<file path="config.mk">
export PLATFORM = sky130hd
export DESIGN_NAME = load_linked_and_upper_decode
export DESIGN_NICKNAME = d
export VERILOG_FILES = /design/src/load_linked_and_upper_decode.v
export VERILOG_INCLUDE_DIRS = /design/src
export SDC_FILE = /design/constraint.sdc
export NUM_CORES = 1
export LEC_CHECK = 0
export BUFFER_PORTS_ARGS = -buffer_cell sky130_fd_sc_hd__buf_4
export CORE_MARGIN = 1.5
export CORE_UTILIZATION = 30
export DETAILED_ROUTE_END_ITERATION = 10
export RECOVER_POWER = 100
export SKIP_CTS_REPAIR_TIMING = 1
export SYNTH_ARGS = -nofsm -noshare
export SYNTH_HDL_FRONTEND = slang
export SYNTH_SLANG_ARGS = --single-unit
</file>
<file path="constraint.sdc">
create_clock -name I_CLK -period 6.15 [get_ports I_CLK]
set_input_delay 0.3075 -clock I_CLK [delete_from_list [all_inputs] [get_ports I_CLK]]
set_output_delay 0.3075 -clock I_CLK [all_outputs]
set_load 0.02 [all_outputs]
</file>
<file path="src/load_decode_defines.vh">
// Purpose: Constants for the load-linked and upper-immediate decode/execute block
// Assumes: 32-bit instruction words, 32-bit GPRs, 64-bit FPRs
// Notes: Field positions, opcodes and exception codes as `define macros
//
// Notes on behaviour
// - User halfword load: base plus sign-extended 9-bit offset, zero-extended 16-bit result.
// - User halfword load decodes as major 011000, subgroup 0110, minor 001.
// - Halfword loads with address bit 0 set raise address error, no access.
// - User loads translate with user mapping; request carries a user-mapping flag.
// - User load variants are reserved instructions unless the enhanced-addressing field is one.
// - User load variants raise coprocessor unusable unless system coprocessor access enabled.
// - Load-linked decodes as major 011000, subgroup 0011, 12-bit signed offset.
// - Load-linked writes the loaded word then sets the link flag.
// - Only one active sequence; each new load-linked replaces the old one.
// - Load-linked never signals other processors; no outgoing invalidate.
// - Both load-linked forms raise address error when either low address bit is set.
// - User load-linked decodes as major 011000, subgroup 0110, minor 110.
// - User load-linked starts a sequence finished later by the user conditional store.
// - User load-linked is the normal load-linked with user-mode translation.
// - User load-linked can report reserved instruction and coprocessor unusable too.
// - Upper immediate decodes as major 010000, bits 25..21 01101; no exceptions.
// - Upper immediate writes immediate shifted left 16 with zero low half.
// - Indexed FP load decodes as major 010101, bits 10..9 00, minor 101001000.
// - Indexed FP load: base plus index, low three bits ignored, 64-bit, no alignment error.
// - Indexed FP load is defined only with a 64-bit FPU in the wide register mode.
// - Indexed FP load reports only unusable, reserved, refill, invalid and watch.
// - Word load decodes as major 111111, 16-bit offset, aligned 32-bit word.
// - Word load raises address error when either low address bit is set.
`ifndef LOAD_DECODE_DEFINES_VH
`define LOAD_DECODE_DEFINES_VH

// ----------------------------------------------------------------
// Opcodes and sub-fields
// ----------------------------------------------------------------
`define OP_MAJOR_GROUP_C 6'h18
`define OP_MAJOR_GROUP_I 6'h10
`define OP_MAJOR_GROUP_F 6'h15
`define OP_WORD_LOAD 6'h3F
`define SUB_USER_SPACE_LOAD 4'h6
`define SUB_LINKED_LOAD 4'h3
`define MINOR_HALF_UNSIGNED_USER 3'h1
`define MINOR_LINKED_USER 3'h6
`define FIELD_UPPER_IMMEDIATE 5'h0D
`define FP_PAD_ZERO 2'h0
`define MINOR_FP_DOUBLE_INDEXED 9'h148

// ----------------------------------------------------------------
// Access sizes and exception codes
// ----------------------------------------------------------------
`define SIZE_HALF 2'h1
`define SIZE_WORD 2'h2
`define SIZE_DOUBLE 2'h3
`define EXC_NONE 3'h0
`define EXC_ADDRESS 3'h1
`define EXC_RESERVED 3'h2
`define EXC_COP_UNUSABLE 3'h3
`define EXC_TLB_REFILL 3'h4
`define EXC_TLB_INVALID 3'h5
`define EXC_WATCH 3'h6
`define EXC_BUS 3'h7

`endif

</file>
<file path="src/load_linked_and_upper_decode.v">
// Purpose: Decode and execute a group of compressed-ISA loads
// Assumes: One instruction at a time; memory side answers with a done pulse
// Notes: The conditional-store logic reads and clears the link flag
`timescale 1ns/1ps
`include "load_decode_defines.vh"

module load_linked_and_upper_decode #(
   parameter DATA_W = 32,
   parameter PADDR_W = 32
) (
   input wire I_CLK,
   input wire I_RST_N,
   input wire I_ISSUE_VALID,
   input wire [31:0] I_INSTR,
   input wire [DATA_W-1:0] I_GPR_BASE,
   input wire [DATA_W-1:0] I_GPR_INDEX,
   input wire I_ENHANCED_VIRTUAL_ADDRESSING,
   input wire I_COP0_ACCESS_ENABLED,
   input wire I_COP1_USABLE,
   input wire I_FPU_64BIT,
   input wire I_FP_REGISTER_WIDTH_MODE,
   input wire I_CORE_BIG_ENDIAN_FLAG,
   input wire I_REVERSE_ENDIAN_FLAG,
   input wire I_LINK_CLEAR,
   input wire I_MEM_READY,
   input wire I_MEM_DONE,
   input wire [2:0] I_MEM_EXC,
   input wire [PADDR_W-1:0] I_MEM_PADDR,
   input wire [63:0] I_MEM_RDATA,
   output wire O_ISSUE_READY,
   output reg O_MEM_REQ,
   output reg [DATA_W-1:0] O_MEM_VADDR,
   output reg [1:0] O_MEM_SIZE,
   output reg O_MEM_USER_MAP,
   output reg O_MEM_PADDR_VALID,
   output reg [PADDR_W-1:0] O_MEM_PADDR_ADJ,
   output reg O_GPR_WE,
   output reg O_FPR_WE,
   output reg [4:0] O_WB_REG,
   output reg [63:0] O_WB_DATA,
   output reg O_WB_UNPREDICTABLE,
   output reg O_EXC_VALID,
   output reg [2:0] O_EXC_CODE,
   output reg O_LINK_FLAG
);

   // ----------------------------------------------------------------
   // States and local kinds
   // ----------------------------------------------------------------
   localparam ST_IDLE = 2'h0;
   localparam ST_REQ = 2'h1;
   localparam ST_WAIT = 2'h2;
   localparam K_NONE = 3'h0;
   localparam K_HALF_USER = 3'h1;
   localparam K_LINKED = 3'h2;
   localparam K_LINKED_USER = 3'h3;
   localparam K_UPPER = 3'h4;
   localparam K_FP_INDEXED = 3'h5;
   localparam K_WORD = 3'h6;

   // ----------------------------------------------------------------
   // Field decode
   // ----------------------------------------------------------------
   wire [5:0] major = I_INSTR[31:26];
   wire [4:0] rt = I_INSTR[25:21];
   wire [3:0] subgroup = I_INSTR[15:12];
   wire [2:0] minor = I_INSTR[11:9];
   wire [4:0] fd = I_INSTR[15:11];

   reg [2:0] kind;
   always @* begin
      kind = K_NONE;
      case (major)
         `OP_MAJOR_GROUP_C: begin
            if (subgroup == `SUB_LINKED_LOAD)
               kind = K_LINKED;
            else if (subgroup == `SUB_USER_SPACE_LOAD &&
                     minor == `MINOR_HALF_UNSIGNED_USER)
               kind = K_HALF_USER;
            else if (subgroup == `SUB_USER_SPACE_LOAD && minor == `MINOR_LINKED_USER)
               kind = K_LINKED_USER;
         end
         `OP_MAJOR_GROUP_I: begin
            if (rt == `FIELD_UPPER_IMMEDIATE)
               kind = K_UPPER;
         end
         `OP_MAJOR_GROUP_F: begin
            if (I_INSTR[10:9] == `FP_PAD_ZERO && I_INSTR[8:0] == `MINOR_FP_DOUBLE_INDEXED)
               kind = K_FP_INDEXED;
         end
         `OP_WORD_LOAD: kind = K_WORD;
         default: kind = K_NONE;
      endcase
   end

   // ----------------------------------------------------------------
   // Effective address
   // ----------------------------------------------------------------
   wire [DATA_W-1:0] off9 = {{(DATA_W-9){I_INSTR[8]}}, I_INSTR[8:0]};
   wire [DATA_W-1:0] off12 = {{(DATA_W-12){I_INSTR[11]}}, I_INSTR[11:0]};
   wire [DATA_W-1:0] off16 = {{(DATA_W-16){I_INSTR[15]}}, I_INSTR[15:0]};
   reg [DATA_W-1:0] eff;
   always @* begin
      case (kind)
         K_HALF_USER, K_LINKED_USER: eff = I_GPR_BASE + off9;
         K_LINKED: eff = I_GPR_BASE + off12;
         K_FP_INDEXED: eff = (I_GPR_BASE + I_GPR_INDEX) & ~{{(DATA_W-3){1'b0}}, 3'h7};
         default: eff = I_GPR_BASE + off16;
      endcase
   end

   // ----------------------------------------------------------------
   // Issue-time exceptions, in priority order
   // ----------------------------------------------------------------
   wire user_kind = (kind == K_HALF_USER) || (kind == K_LINKED_USER);
   reg [2:0] issue_exc;
   always @* begin
      issue_exc = `EXC_NONE;
      if (kind == K_NONE)
         issue_exc = `EXC_RESERVED;
      else if (user_kind && !I_ENHANCED_VIRTUAL_ADDRESSING)
         issue_exc = `EXC_RESERVED;
      else if (user_kind && !I_COP0_ACCESS_ENABLED)
         issue_exc = `EXC_COP_UNUSABLE;
      else if (kind == K_FP_INDEXED && !I_COP1_USABLE)
         issue_exc = `EXC_COP_UNUSABLE;
      else if (kind == K_HALF_USER && eff[0])
         issue_exc = `EXC_ADDRESS;
      else if ((kind == K_LINKED || kind == K_LINKED_USER) && eff[1:0] != 2'h0)
         issue_exc = `EXC_ADDRESS;
      else if (kind == K_WORD && eff[1:0] != 2'h0)
         issue_exc = `EXC_ADDRESS;
   end

   // ----------------------------------------------------------------
   // Sequencer
   // ----------------------------------------------------------------
   reg [1:0] state;
   reg [2:0] cur_kind;
   reg [4:0] cur_reg;
   reg cur_lane;
   assign O_ISSUE_READY = (state == ST_IDLE);
   wire take = I_ISSUE_VALID && O_ISSUE_READY;

   // Memory exceptions filtered per kind; the FP load cannot report bus or address errors
   wire [2:0] mem_exc_f = (cur_kind == K_FP_INDEXED &&
      (I_MEM_EXC == `EXC_ADDRESS || I_MEM_EXC == `EXC_BUS)) ? `EXC_NONE : I_MEM_EXC;

   // Halfword lane: bit 1 of the virtual address xor core endianness
   wire [15:0] half = cur_lane ? I_MEM_RDATA[31:16] : I_MEM_RDATA[15:0];

   always @(posedge I_CLK or negedge I_RST_N) begin
      if (!I_RST_N) begin
         state <= ST_IDLE;
         cur_kind <= K_NONE;
         cur_reg <= 5'h00;
         cur_lane <= 1'b0;
         O_MEM_REQ <= 1'b0;
         O_MEM_VADDR <= {DATA_W{1'b0}};
         O_MEM_SIZE <= 2'h0;
         O_MEM_USER_MAP <= 1'b0;
         O_MEM_PADDR_VALID <= 1'b0;
         O_MEM_PADDR_ADJ <= {PADDR_W{1'b0}};
         O_GPR_WE <= 1'b0;
         O_FPR_WE <= 1'b0;
         O_WB_REG <= 5'h00;
         O_WB_DATA <= 64'h0000000000000000;
         O_WB_UNPREDICTABLE <= 1'b0;
         O_EXC_VALID <= 1'b0;
         O_EXC_CODE <= `EXC_NONE;
         O_LINK_FLAG <= 1'b0;
      end else begin
         O_GPR_WE <= 1'b0;
         O_FPR_WE <= 1'b0;
         O_EXC_VALID <= 1'b0;
         O_MEM_PADDR_VALID <= 1'b0;
         // Clear from conditional store; a link set in the same cycle wins below
         if (I_LINK_CLEAR)
            O_LINK_FLAG <= 1'b0;
         case (state)
            ST_IDLE: begin
               if (take) begin
                  cur_kind <= kind;
                  cur_reg <= (kind == K_FP_INDEXED) ? fd : rt;
                  cur_lane <= eff[1] ^ I_CORE_BIG_ENDIAN_FLAG;
                  if (issue_exc != `EXC_NONE) begin
                     O_EXC_VALID <= 1'b1;
                     O_EXC_CODE <= issue_exc;
                  end else if (kind == K_UPPER) begin
                     O_GPR_WE <= 1'b1;
                     O_WB_REG <= I_INSTR[20:16];
                     O_WB_DATA <= {32'h00000000, I_INSTR[15:0], 16'h0000};
                     O_WB_UNPREDICTABLE <= 1'b0;
                  end else begin
                     O_MEM_REQ <= 1'b1;
                     O_MEM_VADDR <= eff;
                     O_MEM_SIZE <= (kind == K_HALF_USER) ? `SIZE_HALF :
                        (kind == K_FP_INDEXED) ? `SIZE_DOUBLE : `SIZE_WORD;
                     O_MEM_USER_MAP <= user_kind;
                     state <= ST_REQ;
                  end
               end
            end
            ST_REQ: begin
               if (I_MEM_READY) begin
                  O_MEM_REQ <= 1'b0;
                  state <= ST_WAIT;
               end
            end
            ST_WAIT: begin
               if (I_MEM_DONE) begin
                  state <= ST_IDLE;
                  // Reverse-endian flips physical bit 1 of a halfword access
                  O_MEM_PADDR_VALID <= 1'b1;
                  O_MEM_PADDR_ADJ <= (cur_kind == K_HALF_USER) ?
                     (I_MEM_PADDR ^ {{(PADDR_W-2){1'b0}}, I_REVERSE_ENDIAN_FLAG, 1'b0}) :
                     I_MEM_PADDR;
                  if (mem_exc_f != `EXC_NONE) begin
                     O_EXC_VALID <= 1'b1;
                     O_EXC_CODE <= mem_exc_f;
                  end else begin
                     O_WB_REG <= cur_reg;
                     O_WB_UNPREDICTABLE <= 1'b0;
                     case (cur_kind)
                        K_HALF_USER: begin
                           O_GPR_WE <= 1'b1;
                           O_WB_DATA <= {48'h000000000000, half};
                        end
                        K_LINKED, K_LINKED_USER: begin
                           O_GPR_WE <= 1'b1;
                           O_WB_DATA <= {32'h00000000, I_MEM_RDATA[31:0]};
                           // Single flag: a new linked load simply replaces any old sequence.
                           // No coherence signal leaves here, so others are not disturbed.
                           O_LINK_FLAG <= 1'b1;
                        end
                        K_FP_INDEXED: begin
                           O_FPR_WE <= 1'b1;
                           O_WB_DATA <= I_MEM_RDATA;
                           O_WB_UNPREDICTABLE <= !(I_FPU_64BIT && I_FP_REGISTER_WIDTH_MODE);
                        end
                        default: begin
                           O_GPR_WE <= 1'b1;
                           O_WB_DATA <= {{32{I_MEM_RDATA[31]}}, I_MEM_RDATA[31:0]};
                        end
                     endcase
                  end
               end
            end
            default: state <= ST_IDLE;
         endcase
      end
   end

endmodule // load_linked_and_upper_decode

</file>
==> results.md, run 1 <==
- The final net count is around 1700.
- Ranked by flip-flop count, first place goes to O_WB_DATA.
- The number of synthesized flops with an enable pin is 0.
- In this design, the largest share of critical-path delay is due to compound AO/OA/AOI/OAI gates.
- The register-to-register setup slack is around 2.6 ns.
- The initial antenna violation count is 1.
- The internal power consumption is 0.00215 W.
- The synthesized netlist cell count is 1112.
- During I/O placement, the number of pins put on the boundary was about 360.
- Along the worst path, the maximum fanout reaches 17.
- The number of port buffers is ~350.
- Counting every net in the synthesized netlist gives ~1400.
- The final weighted congestion in routability-driven placement is 0.926.
- The startpoint of the worst register-to-register path is cur_kind[2]$_DFFE_PN0P_.
- Cells with a size suffix above 1 make up 20.2% of the layout.
- The number of violations of the max-capacitance limit is 3.
- The number of CTS-inserted buffers is 17.
- The final reports fail on negative hold slack, max-capacitance violations, max-slew violations.
- The aggregate global routing overflow is 0.
- The area overhead of the layout relative to synthesis is 30.8%.
- The maximum number of pins on one net before global-route repair is around 110.
- The all-layer global routing usage is about a fifth.
- The die area is around 34000 µm².
- For this run, the top clock speed supported by timing is 0.212 GHz.
- The worst clock skew is slightly above 0.01 ns.
- The Yosys warning count is 0.
- For this configuration, the core starts out at a cell density of approximately 30%.
- The CTS tree is built.
- The number of global-route vias before repair came to between 9000 and 10000.
- After the first detailed-routing iteration, the DRC count stood at approximately 710.
- Using the TritonRoute via totals, the vias-per-cell ratio works out to between 5 and 6.
- The layer with the highest usage after global routing is met2.
- The relative slew slack is -33.3%.
- In the routed design, unresolved DRC markers number 0.
- The final critical path takes up 76.5% of the cycle.
- The most critical setup path has its startpoint at I_INSTR[31].
- The capturing point of the worst reg2reg path is O_WB_DATA[12]$_DFFE_PN0P_.
- Per report_power, the clock group accounts for a little under a third of the total.
- The flow ran to the end, but the final reports show violations.
- The largest registers in the layout are O_WB_DATA: 64 flops, O_MEM_PADDR_ADJ: 32 flops, O_MEM_VADDR: 32 flops.
- The leakage power is about 6.1 nW.
- The critical path data required time is between 6 and 7 ns.
- The logic gate share of total power is around 30%.
- The first global-routing pass estimated approximately 54000 µm of wire.
- For this block, the routed nets add up to between 30000 and 40000 µm of wire.
- The number of hold violations in the final report came to 46.
- After layout, the minimum clock period comes to around 4.7 ns.
- The total placed cells including tap cells is about 1900.
- Counting both buffers and inverters, the worst setup path holds a total of 2.
- Summed over all nets, the switching power comes to between 0.001 and 0.0015 W.
- The switching share of power is a little over a third.
- In this run, synthesis produced a sequential element count of around 160.
- In this run the clock root is driven by a sky130_fd_sc_hd__clkbuf_16.
- Once detail routing completed, the nets flagged for antenna violations numbered 0.
- For the worst-skew pair, the clock arrives at the later sink with an insertion delay of 0.43 ns.
- Measured in cells, the most critical reg-to-reg path has a length of 8.
- The post-CTS clock slew at the launch and capture registers of the worst setup and hold paths is roughly 0.070 ns.
- Global routing used 26.3% of the available met1 tracks.
- The power density normalized to cell area is about 260 nW/µm².
- After layout, the design draws a total of between 0.003 and 0.004 W.
- The floorplan has 66 rows.
- The total count of max-transition violations in the final report is 197.
- Across the VDD grid, the largest voltage drop is around 180 µV.
- The tightest hold path in the finished design has a slack of -0.0720 ns.
- The overall die width is between 150 and 200 µm.
- The count of final setup violators is 0.
- The antenna cell count is 0.
- The critical path's most frequent cell is sky130_fd_sc_hd__a21o_1.
- On the critical path, the stage with the largest delay is an instance of sky130_fd_sc_hd__clkbuf_1.
- The class of the tightest hold or removal check is primary input to asynchronous set/reset pin.
- The detailed router placed between 9000 and 10000 vias in this run.
- The largest single stage delay on the critical path is 0.74 ns.
- Setup repair after global routing left no endpoint under its margin.
- The worst setup path is captured at a flip-flop.
- The met3 usage is under 10%.
- The distinct cell type count after synthesis is 67.
- Traced cell by cell, the critical path runs through buf_4 -> nor4b_1 -> nand3_1 -> or3_1 -> nand2_1 -> nor2_1 -> nor2_1 -> clkbuf_1 -> ha_1 -> a21o_1 -> a21o_1 -> a21o_1 -> a221o_1 -> a21o_1 -> a221o_1 -> a41o_1 -> a21oi_1 -> xnor2_1 -> o21ai_0.
- After detailed routing, the average wire length per cell comes to around 19 µm.
- The worst setup path is launched from a primary input.
- The first-pass iteration count of the detailed router is 5.
- The logic depth of the worst path, buffers included is 19.
- The fraction of synthesis flops using an asynchronous set or reset pin is 100%.
- Clock tree synthesis found a total of ~160 sinks.
- After routing, the total negative slack on setup checks comes to 0 ns.
- The most frequently used flop master after synthesis is sky130_fd_sc_hd__dfrtp_1.
- Sequential cells account for 37.9% of the total power.
- The HPWL after detailed placement is ~27000 µm.
- The post-layout instance count excluding filler cells is roughly 1900.
- The arrival time of data at the critical path endpoint is ~5.0 ns.
- For this run, global-route usage on met2 was measured as 34.9%.
- The floorplan core area is about 33000 µm².
- The sequential cell area fraction in the yosys report is 39.7%.
- A synthesized cell averages between 8 and 9 µm².
- The register with the most flip-flops in the layout has 64 of them.
- No sink is reached through more buffers than the 2 on the longest clock path.
- The pin slew with the least headroom to its limit is 2.00 ns.
- The setup path with the least slack is of type primary input to flip-flop.
- The netlist area before placement is 9910 µm².
- The deepest level of the CTS H-tree is 4.
- The die is between 150 and 200 µm tall.
## synthesized netlist by cell type (12+ instances only)
library cell | count | area share, %
sky130_fd_sc_hd__dfrtp_1 | 157 | 40
sky130_fd_sc_hd__nor3_1 | 18 | 0.91
sky130_fd_sc_hd__a31oi_1 | 18 | 1.1
sky130_fd_sc_hd__o21ai_0 | 104 | 5.3
sky130_fd_sc_hd__a21oi_1 | 101 | 5.1
sky130_fd_sc_hd__nor2b_1 | 13 | 0.82
sky130_fd_sc_hd__o31ai_1 | 21 | 1.6
sky130_fd_sc_hd__nand2b_1 | 12 | 0.76
sky130_fd_sc_hd__a21o_1 | 38 | 2.9
sky130_fd_sc_hd__nand2_1 | 163 | 6.2
sky130_fd_sc_hd__nor2_1 | 66 | 2.5
sky130_fd_sc_hd__clkbuf_1 | 50 | 1.9
sky130_fd_sc_hd__mux2i_1 | 22 | 2.2
sky130_fd_sc_hd__ha_1 | 61 | 7.7
sky130_fd_sc_hd__nand3_1 | 16 | 0.81
sky130_fd_sc_hd__and3_1 | 21 | 1.3
sky130_fd_sc_hd__xor2_1 | 24 | 2.1
sky130_fd_sc_hd__xnor2_1 | 27 | 2.4
sky130_fd_sc_hd__inv_1 | 18 | 0.68
sky130_fd_sc_hd__mux2_2 | 33 | 3.8
sky130_fd_sc_hd__a211oi_1 | 13 | 0.99
## metrics by stage
stage | setup WS [ns] | area, µm² | utilization [%]
2_1_floorplan | 1.71 | 9910 | -
3_3_place_gp | 1.68 | 13000 | 39.9
3_5_place_dp | 1.70 | 13000 | 39.9
4_1_cts | 2.14 | 13600 | 41.7
5_1_grt | 1.06 | 13000 | 39.8
6_report | 1.44 | 13000 | 39.8
## cells in the final DEF (no fill, tap or decap), types with 16 or more instances in the layout
| master | instances |
|---|---|
| sky130_fd_sc_hd__a21o_1 | 38 |
| sky130_fd_sc_hd__a21oi_1 | 101 |
| sky130_fd_sc_hd__a31oi_1 | 18 |
| sky130_fd_sc_hd__and3_1 | 21 |
| sky130_fd_sc_hd__buf_4 | 211 |
| sky130_fd_sc_hd__clkbuf_1 | 151 |
| sky130_fd_sc_hd__clkbuf_16 | 17 |
| sky130_fd_sc_hd__dfrtp_1 | 157 |
| sky130_fd_sc_hd__ha_1 | 61 |
| sky130_fd_sc_hd__inv_1 | 18 |
| sky130_fd_sc_hd__mux2_2 | 33 |
| sky130_fd_sc_hd__mux2i_1 | 22 |
| sky130_fd_sc_hd__nand2_1 | 163 |
| sky130_fd_sc_hd__nand3_1 | 16 |
| sky130_fd_sc_hd__nor2_1 | 66 |
| sky130_fd_sc_hd__nor3_1 | 17 |
| sky130_fd_sc_hd__o21ai_0 | 105 |
| sky130_fd_sc_hd__o31ai_1 | 21 |
| sky130_fd_sc_hd__xnor2_1 | 27 |
| sky130_fd_sc_hd__xor2_1 | 24 |
## power groups by stage
stage / Clock [W] / Combinational (W) / Sequential [W]
after global routing: 0.00114 / 0.00116 / 0.00130
after CTS: 0.00109 / 0.00119 / 0.00129
after floorplan: 0 / 0.000459 / 0.00148
after global placement: 0 / 0.00117 / 0.00131
after detailed placement: 0 / 0.00118 / 0.00131
final: 0.00106 / 0.00105 / 0.00129
## how the worst max path moves through the flow
stage | slack, ns | endpoint
3_3_place_gp | 1.68 | O_MEM_VADDR[30]$_DFFE_PN0P_
2_1_floorplan | 1.71 | O_MEM_VADDR[30]$_DFFE_PN0P_
4_1_cts | 2.14 | O_MEM_VADDR[30]$_DFFE_PN0P_
6_report | 1.44 | O_MEM_VADDR[30]$_DFFE_PN0P_
3_5_place_dp | 1.70 | O_MEM_VADDR[30]$_DFFE_PN0P_
5_1_grt | 1.06 | O_MEM_VADDR[30]$_DFFE_PN0P_
## cell type report
cell class	instances	area, µm²
timing repair buffer	363	2160
clock buffer	19	453
multi-input combinational	879	5660
tap	442	553
fill	3517	19600
clock inverter	13	126
inverter	20	75.1
sequential	157	3930
## per-layer routing
| layer | part of all wire [%] | up-vias |
|---|---|---|
| li1 | - | 4674 |
| met1 | 44 | 4419 |
| met2 | 47 | 355 |
| met3 | 6.0 | 39 |
| met4 | 2.2 | 2 |
| met5 | 0.048 | - |
## cells by family after synthesis
| group | after synthesis | share of synthesized area, % |
|---|---|---|
| and+or+nand+nor | 360 | 17.1 |
| AOI/OAI and AO/OA | 351 | 21.7 |
| DFF | 157 | 39.7 |
| buffers and inverters | 76 | 3.13 |
| adders and majority gates | 62 | 7.91 |
| muxes | 55 | 5.97 |
| xor gates and xnor gates | 51 | 4.51 |
Power figures use the tool's default switching activity.
==> run 2, diff against run 1 <==
--- a/config.mk
+++ b/config.mk
@@ -6,6 +6,7 @@
 export SDC_FILE = /design/constraint.sdc
 export NUM_CORES = 1
 export LEC_CHECK = 0
+export ABC_AREA = 1
 export BUFFER_PORTS_ARGS = -buffer_cell sky130_fd_sc_hd__buf_4
 export CORE_MARGIN = 1.5
 export CORE_UTILIZATION = 30
==> constraint.sdc (replaced) <==
create_clock -name I_CLK -period 4.5 [get_ports I_CLK]
set_input_delay 0.225 -clock I_CLK [delete_from_list [all_inputs] [get_ports I_CLK]]
set_output_delay 0.225 -clock I_CLK [all_outputs]
set_load 0.02 [all_outputs]
==> results.md, run 2 <==
- Setup repair after global routing left no endpoint under its margin.
- The flow ran to the end, but the final reports show violations.
- Leaving out fill and tap cells, the most frequent cells in the layout are 421 x sky130_fd_sc_hd__nand2_1, 211 x sky130_fd_sc_hd__buf_4, 160 x sky130_fd_sc_hd__nor2_1.
- The area taken by multi-input logic gates is 6560 µm² (+16%).
- Counting instances in the post-synthesis netlist gives the leading cell types as 384 x sky130_fd_sc_hd__nand2_1, 159 x sky130_fd_sc_hd__nor2_1, 157 x sky130_fd_sc_hd__dfrtp_1.
- The fraction of layout instances using a drive strength above 1 is 17.9% (-2.3 points).
- STA classifies the critical path endpoint as a flip-flop.
- The post-route DRC violation count is 0 (unchanged).
- The floorplan core area is 37700 µm² (+16%).
- The number of vias per cell is 4.91 (-2.1%).
- The peak supply drop is 239 µV (+29%).
- The most common cell in the synthesized netlist is sky130_fd_sc_hd__nand2_1.
- The number of primary I/O pins was 355 (unchanged).
- The area overhead of the layout relative to synthesis is 28.2%.
- In the post-synthesis netlist, the biggest area contributors are sky130_fd_sc_hd__dfrtp_1 34%, sky130_fd_sc_hd__nand2_1 13%, sky130_fd_sc_hd__ha_1 6.7%.
- The final net count is 2231 (+31%).
- The checks that failed: negative hold slack, max-capacitance violations, max-slew violations.
- The routed wirelength normalized by instance count is 18.7 µm (-0.23%).
- The all-layer global routing usage came to 23.2% (+2.6 points).
- The maximum fanout count along the critical path was 20 (+3).
- The overall die height is 199 µm (+7.5%).
- The total via count after detailed routing is 12200 (+29%).
- The maximum number of buffers from clock root to sink is 2 (unchanged).
- The CTS tree is built.
- The die area is 39400 µm² (+16%).
- The initial standard-cell utilization of the core is 30.5% (about the same).
- The number of CTS-inserted buffers is 17 (unchanged).
- The post-route core utilization came to 39.0% (-0.79 points).
- The insertion delay of the later-clocked pin in the worst-skew pair is 0.44 ns (about the same).
- The violation count after the first detailed-routing iteration was 596 (-16%).
- The relative slew slack is -147% (-110 points).
- The total placed cells including tap cells is 2435 (+31%).
- The total count of max-transition violations in the final report is 244 (+24%).
- The final non-filler cell area is 14700 µm² (+13%).
- The area occupied by registers is 3930 µm² (unchanged).
- The initial antenna violation count is 3 (+2).
- For this run, the leading register cell type out of synthesis is sky130_fd_sc_hd__dfrtp_1.
- The final period utilization is 87.7%.
- The total nets after synthesis is 1879 (+36%).
- The arrival time of data at the critical path endpoint was 4.33 ns (-0.68 ns).
- The aggregate global routing overflow was 0 (unchanged).
- The number of port buffers is 354 (unchanged).
- The pin slew with the least headroom to its limit is 3.70 ns (+1.70 ns).
- The deepest level of the CTS H-tree is 4 (unchanged).
- The number of placement rows was 71 (+7.6%).
- The sequential cell area fraction in the yosys report is 34.2% (-5.4 points).
- The final weighted congestion in routability-driven placement came to 0.915 (-1.1%).
- The worst setup path is of the primary input to flip-flop kind.
- The routed wire length was 46500 µm (+31%).
- The cell sitting at the root of the clock tree is a sky130_fd_sc_hd__clkbuf_16.
- The top cell type's share of synthesized area is 34.2% (-5.4 points).
- The critical path data required time is 4.88 ns (-1.57 ns).
- The filler cell count in the final layout is 4220 (+20%).
- The power density normalized to cell area came to 333 nW/µm² (+27%).
- The post-detailed-placement cell area is 14600 µm² (+13%).
- The netlist area before placement is 11500 µm² (+16%).
- The worst clock skew is 0.0176 ns (+0.00740 ns).
- The overall die width is 199 µm (+7.5%).
- The wire length of the first global-routing pass is 68800 µm (+29%).
- The number of synthesized flops with an enable pin was 0 (unchanged).
- Of all cell types, the one taking the most synthesized area is sky130_fd_sc_hd__dfrtp_1.
- The HPWL reported at the end of detailed placement is 37200 µm (+36%).
- The path class of the tightest hold or removal check is primary input to flip-flop.
- The distinct cell type count after synthesis is 48 (-28%).
- The number of clock sinks was 157 (unchanged).
- The setup TNS came to 0 ns (unchanged).
- The first-pass iteration count of the detailed router is 6 (+1).
- The routed design could run at a clock period as short as about 4 ns.
- The flip-flop and latch count after synthesis is 157 (unchanged).
- The post-layout instance count excluding filler cells is 2486 (+31%).
- Based on the critical path, the design can be clocked at up to 0.253 GHz.
- The fraction of synthesis flops using an asynchronous set or reset pin came to 100% (unchanged).
- The number of hold violations in the final report is 6 (-87%).
- The post-synthesis average cell area came to 7.13 µm² (-20%).
- The count of final setup violators is 0 (unchanged).
- The maximum number of pins on one net before global-route repair came to 158 (+46%).
- The tightest hold margin is -0.0133 ns (+0.0587 ns).
- O_WB_DATA holds more flip-flops than any other register.
- Leaving out fill and tap cells, the most frequent cell in the layout is sky130_fd_sc_hd__nand2_1.
- The post-CTS clock slew at the launch and capture registers of the worst setup and hold paths was 0.07 ns (about the same).
- The largest registers in the layout are O_WB_DATA: 64 flops, O_MEM_PADDR_ADJ: 32 flops, O_MEM_VADDR: 32 flops.
- The leakage power was 7.03 nW (+16%).
- The synthesized netlist cell count came to 1609 (+45%).
- The number of violations of the max-capacitance limit is 3 (unchanged).
- The number of flip-flops in the largest register is 64 (unchanged).
- The remaining antenna violation count is 0 (unchanged).
- The number of global-route vias before repair came to 12100 (+30%).
- STA classifies the critical path startpoint as a primary input.
- The Yosys warning count is 0 (unchanged).
- The register-to-register setup slack is 0.76 ns (-1.87 ns).
-- run 2: cell types whose count changed after synthesis, sizes merged, moves of 17 or more --
cell | before | now
or2 | 4 | 39
a21o | 38 | 8
mux2 | 33 | 0
xnor2 | 27 | 10
o21ai | 107 | 184
nor2 | 66 | 169
nand2 | 163 | 428
mux2i | 22 | 0
a21oi | 101 | 150
and3 | 21 | 0
o31ai | 22 | 1
nand3 | 16 | 75
inv | 19 | 151
-- run 2: worst max-delay path, cell delays in order --
cell	delay (ns)
sky130_fd_sc_hd__clkbuf_1	0.11
sky130_fd_sc_hd__nor2_1	0.13
sky130_fd_sc_hd__nand2_1	0.08
sky130_fd_sc_hd__nor2_1	0.26
sky130_fd_sc_hd__nand2_1	0.10
sky130_fd_sc_hd__nor2_1	0.23
sky130_fd_sc_hd__clkbuf_1	0.80
sky130_fd_sc_hd__o21ai_0	0.45
sky130_fd_sc_hd__nor2_2	0.24
sky130_fd_sc_hd__nand2_1	0.07
sky130_fd_sc_hd__nand3_1	0.11
sky130_fd_sc_hd__nor2_1	0.11
sky130_fd_sc_hd__nand3_1	0.08
sky130_fd_sc_hd__clkbuf_1	0.74
sky130_fd_sc_hd__inv_1	0.29
sky130_fd_sc_hd__nand2_1	0.16
sky130_fd_sc_hd__o21ai_0	0.08
sky130_fd_sc_hd__inv_1	0.06
-- run 2: cells by family after synthesis --
kind of cell	synth area share, %
xor gates and xnor gates	2.14
DFF	34.2
buffers and inverters	7.73
adders and majority gates	6.83
and+or+nand+nor	28.3
AOI/OAI and AO/OA	20.7
-- run 2: path summary, 6_finish.rpt --
path	from	to	depth (start not counted)
max in group asynchronous	I_RST_N	O_MEM_VADDR[21]$_DFFE_PN0P_	2
hold reg to reg	O_MEM_PADDR_ADJ[16]$_DFFE_PN0P_	O_MEM_PADDR_ADJ[16]$_DFFE_PN0P_	2
setup / recovery	I_INSTR[27]	O_MEM_VADDR[16]$_DFFE_PN0P_	18
hold / removal	I_MEM_PADDR[20]	O_MEM_PADDR_ADJ[20]$_DFFE_PN0P_	3
setup reg to reg	state[0]$_DFFE_PN0P_	O_WB_DATA[39]$_DFFE_PN0P_	8
min in group asynchronous	I_RST_N	O_WB_DATA[62]$_DFFE_PN0P_	2
-- run 2: power breakdown --
| group | switching [W] | internal, W |
|---|---|---|
| Clock | 0.000666 | 0.000940 |
| Combinational | 0.00103 | 0.000522 |
| Sequential | 0.000119 | 0.00162 |
| Total | 0.00181 | 0.00308 |
-- run 2: cell type report --
| class | count | area share (%) |
|---|---|---|
| diodes | 2 | 0.0340 |
| well taps | 511 | 4.35 |
| repair buffers | 387 | 16.1 |
| clock inverters | 14 | 1.39 |
| clock buffers | 17 | 2.89 |
| flip-flops and latches | 157 | 26.7 |
| multi-input cells | 1247 | 44.6 |
| inverters | 151 | 3.85 |
-- run 2: metrics by stage --
stage	worst slack, ns	power, W
floorplan	1.45	0.00267
global placement	0.369	0.00347
detailed placement	0.281	0.00349
CTS	0.742	0.00511
global route	0.258	0.00517
finish	0.554	0.00489
-- run 2: metal layers --
| metal | wire length [µm] | track usage [%] |
|---|---|---|
| met5 | 12 | 0 |
| met4 | 1270 | 7.63 |
| met3 | 2700 | 4.10 |
| met2 | 22400 | 40.6 |
| met1 | 20200 | 28.9 |
